[src/rtl/timer_regs_pkg.sv]
/*
  Package for the timer reload and channel value register block: offsets,
  field positions, reset values and the carriers shared by the design.
  Assumes a 32-bit word register port with byte addresses.
*/
package timer_regs_pkg;
  localparam int NUM_CH = 3;
  localparam int ADDR_W = 8;
  localparam logic [7:0] OFF_RELOAD = 8'h2c;
  localparam logic [7:0] OFF_CH_ONE = 8'h34;
  localparam logic [7:0] OFF_CH_TWO = 8'h38;
  localparam logic [7:0] OFF_CH_THREE = 8'h3c;
  localparam logic [7:0] OFF_CTRL = 8'h50;
  localparam logic [7:0] OFF_CH_MODE = 8'h54;
  localparam logic [7:0] OFF_COUNT = 8'h58;
  localparam logic [7:0] OFF_STATUS = 8'h5c;
  localparam logic [7:0] OFF_MASK = 8'h60;
  // Control register fields
  localparam int CTRL_RUN_BIT = 0;
  localparam int CTRL_FORCE_UPD_BIT = 1;
  // Channel mode register: per channel x, bit 4x output/input select,
  // bit 4x+1 shadow enable, bit 4x+2 channel enable
  localparam int MODE_STRIDE = 4;
  localparam int MODE_INPUT_BIT = 0;
  localparam int MODE_SHADOW_BIT = 1;
  localparam int MODE_ENABLE_BIT = 2;
  // Status bits: 0 update, 1..3 channel match, 4..6 channel capture
  localparam int ST_UPDATE_BIT = 0;
  localparam int ST_MATCH_BASE = 1;
  localparam int ST_CAPT_BASE = 4;
  localparam int ST_W = 7;
  localparam logic [31:0] RELOAD_RESET = 32'h0000_0000;
  localparam logic [15:0] CH_RESET = 16'h0000;
  localparam logic [31:0] READ_UNMAPPED = 32'h0000_0000;

  typedef struct packed {
    logic [ADDR_W-1:0] addr;
    logic [31:0] wdata;
    logic wr;
    logic rd;
  } reg_req_t;

  typedef struct packed {
    logic is_input;
    logic shadow_en;
    logic enable;
  } ch_mode_t;
endpackage : timer_regs_pkg

[src/rtl/timer_reload_and_compare_regs.sv]
/*
  Reload limit and three capture/compare channel registers of a 16-bit
  timer, with a small counter that the reload limit governs, update event
  generation, compare outputs, capture and interrupt status.
  Assumes capture inputs are synchronous one-cycle level inputs already
  edge-qualified upstream, and a single-cycle register port master.
*/
`timescale 1ns/1ps
`default_nettype none
module timer_reload_and_compare_regs (
  input wire logic sys_clk,
  input wire logic arst_n,
  input wire logic [timer_regs_pkg::ADDR_W-1:0] reg_addr,
  input wire logic [31:0] reg_wdata,
  input wire logic reg_wr,
  input wire logic reg_rd,
  output logic [31:0] reg_rdata,
  input wire logic [timer_regs_pkg::NUM_CH-1:0] capture_in,
  output logic [timer_regs_pkg::NUM_CH-1:0] channel_output,
  output logic update_event,
  output logic irq
);
  localparam int N = timer_regs_pkg::NUM_CH;
  localparam int MS = timer_regs_pkg::MODE_STRIDE;

  timer_regs_pkg::reg_req_t req;
  timer_regs_pkg::ch_mode_t mode [N];
  logic [31:0] reload_limit_value_reg;
  logic [31:0] active_reload_reg;
  logic [15:0] counter_reg;
  logic run_reg;
  logic force_upd_reg;
  logic [31:0] mode_reg;
  logic [15:0] ch_shadow_reg [N];
  logic [15:0] ch_active_reg [N];
  logic [timer_regs_pkg::ST_W-1:0] status_reg;
  logic [timer_regs_pkg::ST_W-1:0] mask_reg;
  logic [timer_regs_pkg::ST_W-1:0] status_events;
  logic [N-1:0] ch_wr;
  logic [N-1:0] match;
  logic [N-1:0] capt;
  logic reload_hit;
  logic upd;
  logic counting;

  assign req = '{addr: reg_addr, wdata: reg_wdata, wr: reg_wr, rd: reg_rd};

  genvar g;
  generate
    for (g = 0; g < N; g++) begin : g_mode
      assign mode[g].is_input = mode_reg[g*MS + timer_regs_pkg::MODE_INPUT_BIT];
      assign mode[g].shadow_en = mode_reg[g*MS + timer_regs_pkg::MODE_SHADOW_BIT];
      assign mode[g].enable = mode_reg[g*MS + timer_regs_pkg::MODE_ENABLE_BIT];
    end
  endgenerate

  assign ch_wr[0] = req.wr && req.addr == timer_regs_pkg::OFF_CH_ONE;
  assign ch_wr[1] = req.wr && req.addr == timer_regs_pkg::OFF_CH_TWO;
  assign ch_wr[2] = req.wr && req.addr == timer_regs_pkg::OFF_CH_THREE;

  // Counting stops entirely while the active limit is zero
  assign counting = run_reg && (active_reload_reg != 32'h0000_0000);
  assign reload_hit = counting && ({16'h0000, counter_reg} >= active_reload_reg);
  assign upd = reload_hit || force_upd_reg;

  always_ff @(posedge sys_clk or negedge arst_n) begin
    if (!arst_n) begin
      reload_limit_value_reg <= timer_regs_pkg::RELOAD_RESET;
    end else if (req.wr && req.addr == timer_regs_pkg::OFF_RELOAD) begin
      reload_limit_value_reg <= req.wdata;
    end
  end

  // Active limit follows the written one at once while halted, so a zero
  // limit can be left without needing an update that could never come.
  always_ff @(posedge sys_clk or negedge arst_n) begin
    if (!arst_n) begin
      active_reload_reg <= timer_regs_pkg::RELOAD_RESET;
    end else if (upd || !counting) begin
      active_reload_reg <= reload_limit_value_reg;
    end
  end

  always_ff @(posedge sys_clk or negedge arst_n) begin
    if (!arst_n) begin
      counter_reg <= 16'h0000;
    end else if (req.wr && req.addr == timer_regs_pkg::OFF_COUNT) begin
      counter_reg <= req.wdata[15:0];
    end else if (upd) begin
      counter_reg <= 16'h0000;
    end else if (counting) begin
      counter_reg <= counter_reg + 16'h0001;
    end
  end

  always_ff @(posedge sys_clk or negedge arst_n) begin
    if (!arst_n) begin
      run_reg <= 1'b0;
      mode_reg <= 32'h0000_0000;
      mask_reg <= '0;
    end else if (req.wr) begin
      if (req.addr == timer_regs_pkg::OFF_CTRL) begin
        run_reg <= req.wdata[timer_regs_pkg::CTRL_RUN_BIT];
      end
      if (req.addr == timer_regs_pkg::OFF_CH_MODE) begin
        mode_reg <= req.wdata;
      end
      if (req.addr == timer_regs_pkg::OFF_MASK) begin
        mask_reg <= req.wdata[timer_regs_pkg::ST_W-1:0];
      end
    end
  end

  // Forced update is a self-clearing pulse, acted on the cycle after the write
  always_ff @(posedge sys_clk or negedge arst_n) begin
    if (!arst_n) begin
      force_upd_reg <= 1'b0;
    end else begin
      force_upd_reg <= req.wr && req.addr == timer_regs_pkg::OFF_CTRL
                       && req.wdata[timer_regs_pkg::CTRL_FORCE_UPD_BIT];
    end
  end

  generate
    for (g = 0; g < N; g++) begin : g_ch
      assign capt[g] = mode[g].is_input && mode[g].enable && capture_in[g];
      assign match[g] = !mode[g].is_input && counter_reg == ch_active_reg[g];

      // Shadow holds the software value; in input mode writes are dropped
      always_ff @(posedge sys_clk or negedge arst_n) begin
        if (!arst_n) begin
          ch_shadow_reg[g] <= timer_regs_pkg::CH_RESET;
        end else if (ch_wr[g] && !mode[g].is_input) begin
          ch_shadow_reg[g] <= req.wdata[15:0];
        end
      end

      // Active register doubles as the capture register in input mode
      always_ff @(posedge sys_clk or negedge arst_n) begin
        if (!arst_n) begin
          ch_active_reg[g] <= timer_regs_pkg::CH_RESET;
        end else if (mode[g].is_input) begin
          if (capt[g]) begin
            ch_active_reg[g] <= counter_reg;
          end
        end else if (ch_wr[g] && !mode[g].shadow_en) begin
          ch_active_reg[g] <= req.wdata[15:0];
        end else if (upd && mode[g].shadow_en) begin
          ch_active_reg[g] <= ch_shadow_reg[g];
        end
      end

      // Output is high while the counter is below the compare value
      always_ff @(posedge sys_clk or negedge arst_n) begin
        if (!arst_n) begin
          channel_output[g] <= 1'b0;
        end else begin
          channel_output[g] <= mode[g].enable && !mode[g].is_input
                               && (counter_reg < ch_active_reg[g]);
        end
      end
    end
  endgenerate

  assign status_events = {capt, match, upd};

  // Set wins over a simultaneous write-one-to-clear
  always_ff @(posedge sys_clk or negedge arst_n) begin
    if (!arst_n) begin
      status_reg <= '0;
    end else begin
      status_reg <= (status_reg & ~((req.wr && req.addr == timer_regs_pkg::OFF_STATUS)
                     ? req.wdata[timer_regs_pkg::ST_W-1:0] : '0)) | status_events;
    end
  end

  always_ff @(posedge sys_clk or negedge arst_n) begin
    if (!arst_n) begin
      irq <= 1'b0;
      update_event <= 1'b0;
    end else begin
      irq <= |(status_reg & mask_reg);
      update_event <= upd;
    end
  end

  // In input mode the channel reads the capture; in output mode the shadow
  function automatic logic [31:0] ch_read(input int i);
    ch_read = {16'h0000, mode[i].is_input ? ch_active_reg[i] : ch_shadow_reg[i]};
  endfunction : ch_read

  always_ff @(posedge sys_clk or negedge arst_n) begin
    if (!arst_n) begin
      reg_rdata <= 32'h0000_0000;
    end else if (req.rd) begin
      case (req.addr)
        timer_regs_pkg::OFF_RELOAD: reg_rdata <= reload_limit_value_reg;
        timer_regs_pkg::OFF_CH_ONE: reg_rdata <= ch_read(0);
        timer_regs_pkg::OFF_CH_TWO: reg_rdata <= ch_read(1);
        timer_regs_pkg::OFF_CH_THREE: reg_rdata <= ch_read(2);
        timer_regs_pkg::OFF_CTRL: reg_rdata <= {31'h0000_0000, run_reg};
        timer_regs_pkg::OFF_CH_MODE: reg_rdata <= mode_reg;
        timer_regs_pkg::OFF_COUNT: reg_rdata <= {16'h0000, counter_reg};
        timer_regs_pkg::OFF_STATUS: reg_rdata <= {25'h0000000, status_reg};
        timer_regs_pkg::OFF_MASK: reg_rdata <= {25'h0000000, mask_reg};
        default: reg_rdata <= timer_regs_pkg::READ_UNMAPPED;
      endcase
    end else begin
      reg_rdata <= 32'h0000_0000;
    end
  end
endmodule : timer_reload_and_compare_regs
`default_nettype wire

[config.mk]
export PLATFORM = sky130hd
export DESIGN_NAME = timer_reload_and_compare_regs
export DESIGN_NICKNAME = d
export VERILOG_FILES = /design/src/rtl/timer_regs_pkg.sv /design/src/rtl/timer_reload_and_compare_regs.sv
export SDC_FILE = /design/constraint.sdc
export NUM_CORES = 1
export LEC_CHECK = 0
export BUFFER_PORTS_ARGS = -buffer_cell sky130_fd_sc_hd__clkbuf_2
export CELL_PAD_IN_SITES_DETAIL_PLACEMENT = 1
export CELL_PAD_IN_SITES_GLOBAL_PLACEMENT = 1
export CORE_UTILIZATION = 40
export CTS_BUF_LIST = sky130_fd_sc_hd__clkbuf_8
export DETAILED_ROUTE_END_ITERATION = 12
export PLACE_DENSITY_LB_ADDON = 0.05
export SETUP_SLACK_MARGIN = 0.1
export SLEW_MARGIN = 5
export SYNTH_ARGS = -nofsm -noshare
export SYNTH_HDL_FRONTEND = slang
export SYNTH_SLANG_ARGS = --single-unit
[constraint.sdc]
create_clock -name sys_clk -period 4.27 [get_ports sys_clk]
set_input_delay 0.6405 -clock sys_clk [delete_from_list [all_inputs] [get_ports sys_clk]]
set_output_delay 0.6405 -clock sys_clk [all_outputs]
set_load 0.01 [all_outputs]
==> key figures <==
Run status
  – Status: complete, no violations

Clocking
  – CTS resizes: 0
  – CTS H-Tree Depth: 2
  – Clock Sinks: 261
  – CTS tree: done
  – CTS Root Cell: clkbuf_8
  – Setup Fix Bufs, Post-CTS: 0
  – Clk slew on worst S/H paths: 0.06 ns
  – Clk_lat worst skew: 0.61 ns
  – CTS Buffer Depth: 3
  – CTS hold repair buffers: 0
  – CTS buffer count: 48

Critical path
  – CP required: 4.75 ns
  – Startpoint Class: flop
  – R2r setup slk: 0.74 ns
  – CP Class: flop to flop
  – Worst R2R Path Depth: 10
  – Crit path cell chain: inv_1 > ha_1 > nand2b_1 > a2111o_1 > a32oi_1 > a211oi_1 > o21ai_0 > a22o_1 > buf_4 > mux2_4
  – Critical path endpoint category: flop
  – Slowest CP cell: a22o_1
  – Crit path DAT: 4.01 ns
  – CP max FO: 9
  – Worst R2R Start: counter_reg[0]
  – CP max stage delay: 0.60 ns
  – Worst reg2reg endpoint: ch_active_reg[25]

Routing
  – Via count: 10,400
  – DRC: 0
  – Drt first pass iters: 5
  – Antenna-violating nets left: 0
  – 1st-iter DRT viols: 694
  – DRT Wirelength: 44,800 µm
  – DR vias/cell: 5.66
  – WL/cell: 24.5 µm

Floorplanning
  – Die Ht: 188 µm
  – Initial Util: 41.0%
  – Die X: 188 µm
  – I/O pin total: 84
  – Die area: 35,500 µm²
  – Core area: 33,900 µm²
  – Rows: 67

Synth
  – Synthesized instance count: 1,259
  – Top FF cell, synth: dfrtp_1
  – Mapped Nets: 1,371
  – Seq/Total Area, Yosys: 47.0%
  – Asr flop ratio synth: 100%
  – Post-synth EDFFs: 0
  – Syn Std Cell Area: 13,900 µm²
  – Leading area contributor after synthesis: dfrtp_1
  – Mean post-synth cell area: 11.0 µm²
  – #FFs+latches synth: 261
  – Share of the synthesized area in the top cell type: 47.0%
  – Post-synth cell types: 53
  – Ys Warns: 0
  – Area contributors post-synth: dfrtp_1, mux2_2, mux2i_1, ha_1, o21ai_0

Global routing
  – Initial antenna violation count: 0
  – GR Util met3: 3.97%
  – Most used routing layer: met2
  – Largest net degree at the start of global routing: 90
  – Total grt overflow: 0
  – Global-route wire length before repair: 69,000 µm
  – Overall Global Routing Usage: 25.9%
  – Grt met1 use: 35.4%
  – Vias in the first global route: 11,100
  – Routing usage on met2: 42.7%

STA
  – Fmax: 284 MHz
  – Setup violators final: 0
  – Min Tclk post-route: 3.53 ns
  – Final Cycle Share: 82.6%
  – Max Slew Vio Count: 0
  – RSZ-0062 raised after global routing: false
  – Setup TNS Final: 0 ns
  – Relative slew slack: 23.4%
  – Slew @ Worst Pin: 1.14 ns
  – Hold Fails Final Rpt: 0
  – Skew final: 0.0338 ns

Finish
  – Fin cells: 1,831
  – Layout cells sized above 1: 28.6%
  – Nets: 1,460
  – Most frequent cells in the layout: dfrtp_1, mux2_2, nand2_1, mux2i_1, o21ai_0
  – Storage element area: 6540 µm²
  – Number of diodes: 0
  – P&R area growth vs syn: 14.3%
  – Multi-input logic area: 6800 µm²
  – Fill cells: 3,715
  – Commonest non-fill, non-tap cell in the layout: dfrtp_1

Flow run
  – Max_cap viols: 0

Min path
  – Hold Path Class: input port to asynchronous set/reset pin

Pwr
  – Max VDD drop: 0.275 mV
  – P_leak: 7.71 nW
  – Cell Pwr Density: 483 nW/µm²

Place
  – GP Congestion: 0.844
  – Cell count after placement: 1,746
  – Detail Placement HPWL: 30,300 µm
  – IO buf count: 83
-- logic make-up (layout without fill, tap and decap cells) --
logic type | count (synthesis) | after routing | synth area share (%)
XOR/XNOR | 7 | 7 | 0.441
buffers and inverters | 150 | 274 | 4.31
AND/OR/NAND/NOR | 253 | 253 | 8.89
AO/OA/AOI/OAI | 236 | 236 | 10.8
adder cells (fa/ha/maj) | 65 | 65 | 5.85
multiplexers | 287 | 287 | 22.7
flip-flops | 261 | 261 | 47.0
-- power breakdown --
group	internal, mW	total [mW]	switching, mW
Combinational	0.920	2.11	1.19
Clock	1.35	2.44	1.09
Sequential	2.82	3.12	0.304
Total	5.09	7.67	2.58
-- how the worst max path moves through the flow --
| stage | start | depth (start not counted) | slack [ns] | end |
|---|---|---|---|---|
| 6_report | counter_reg[0] | 10 | 0.74 | ch_active_reg[25] |
| 3_5_place_dp | counter_reg[0] | 10 | 0.77 | ch_active_reg[25] |
| 3_3_place_gp | counter_reg[0] | 10 | 0.88 | ch_active_reg[26] |
| 4_1_cts | counter_reg[0] | 10 | 0.76 | ch_active_reg[25] |
| 2_1_floorplan | reg_addr[7] | 11 | 1.28 | ch_active_reg[16] |
| 5_1_grt | counter_reg[0] | 9 | 0.54 | counter_reg[14] |
-- cell type report --
type                            instances  area share (%)
Clock inverter                         23           0.772
Multi-Input combinational cell        848            42.8
Tap cell                              448            3.53
Timing Repair Buffer                  125            4.82
Sequential cell                       261            41.2
Inverter                               64            1.51
Clock buffer                           62            5.37
-- critical path: cells and delay by family (launching register included) --
family	cells	cell delay [ns]
compound gates	5	1.62
fa+ha+maj	1	0.30
buf+inv	2	0.54
flops	1	0.49
mux	1	0.32
simple gates	1	0.15
-- per-layer routing --
| layer | wire, µm | part of all wire [%] | up-vias |
|---|---|---|---|
| met5 | 0 | 0 | - |
| met4 | 782 | 1.7 | 0 |
| met1 | 20700 | 46 | 5373 |
| met2 | 21300 | 48 | 235 |
| li1 | - | - | 4708 |
| met3 | 2030 | 4.5 | 55 |
-- metrics by stage --
stage / hold slack [ns] / area, µm² / worst slack (ns) / power [mW] / utilization (%)
finish: 0.0130 / 15900 / 0.744 / 7.67 / 46.9
global route: 0.0560 / 15900 / 0.543 / 8.15 / 46.9
CTS: 0.0355 / 15900 / 0.765 / 7.75 / 46.9
detailed placement: 0.495 / 14900 / 0.771 / 5.27 / 44.0
global placement: 0.487 / 14900 / 0.880 / 5.20 / 44.0
floorplan: 0.345 / 13900 / 1.28 / 4.42 / -
-- synth_stat cells, types with 6 or more instances --
library cell  number
dfrtp_1          261
mux2_2           184
nand2_1          113
mux2i_1           93
o21ai_0           88
ha_1              65
inv_1             64
clkbuf_1          63
nor2_1            44
a21oi_1           36
a22oi_1           23
a221oi_1          18
nand4_1           17
a21o_1            14
nand3_1           13
nor4_1            13
mux2_4            10
nor2b_1           10
buf_1              9
nand3b_1           8
o22a_1             8
a22o_1             7
a31oi_1            7
buf_2              7
o31ai_1            7
and3_1             6
nand2b_1           6
nor3_1             6
o22ai_1            6
xor2_1             6
No activity file was read; power rests on OpenSTA's default activity.
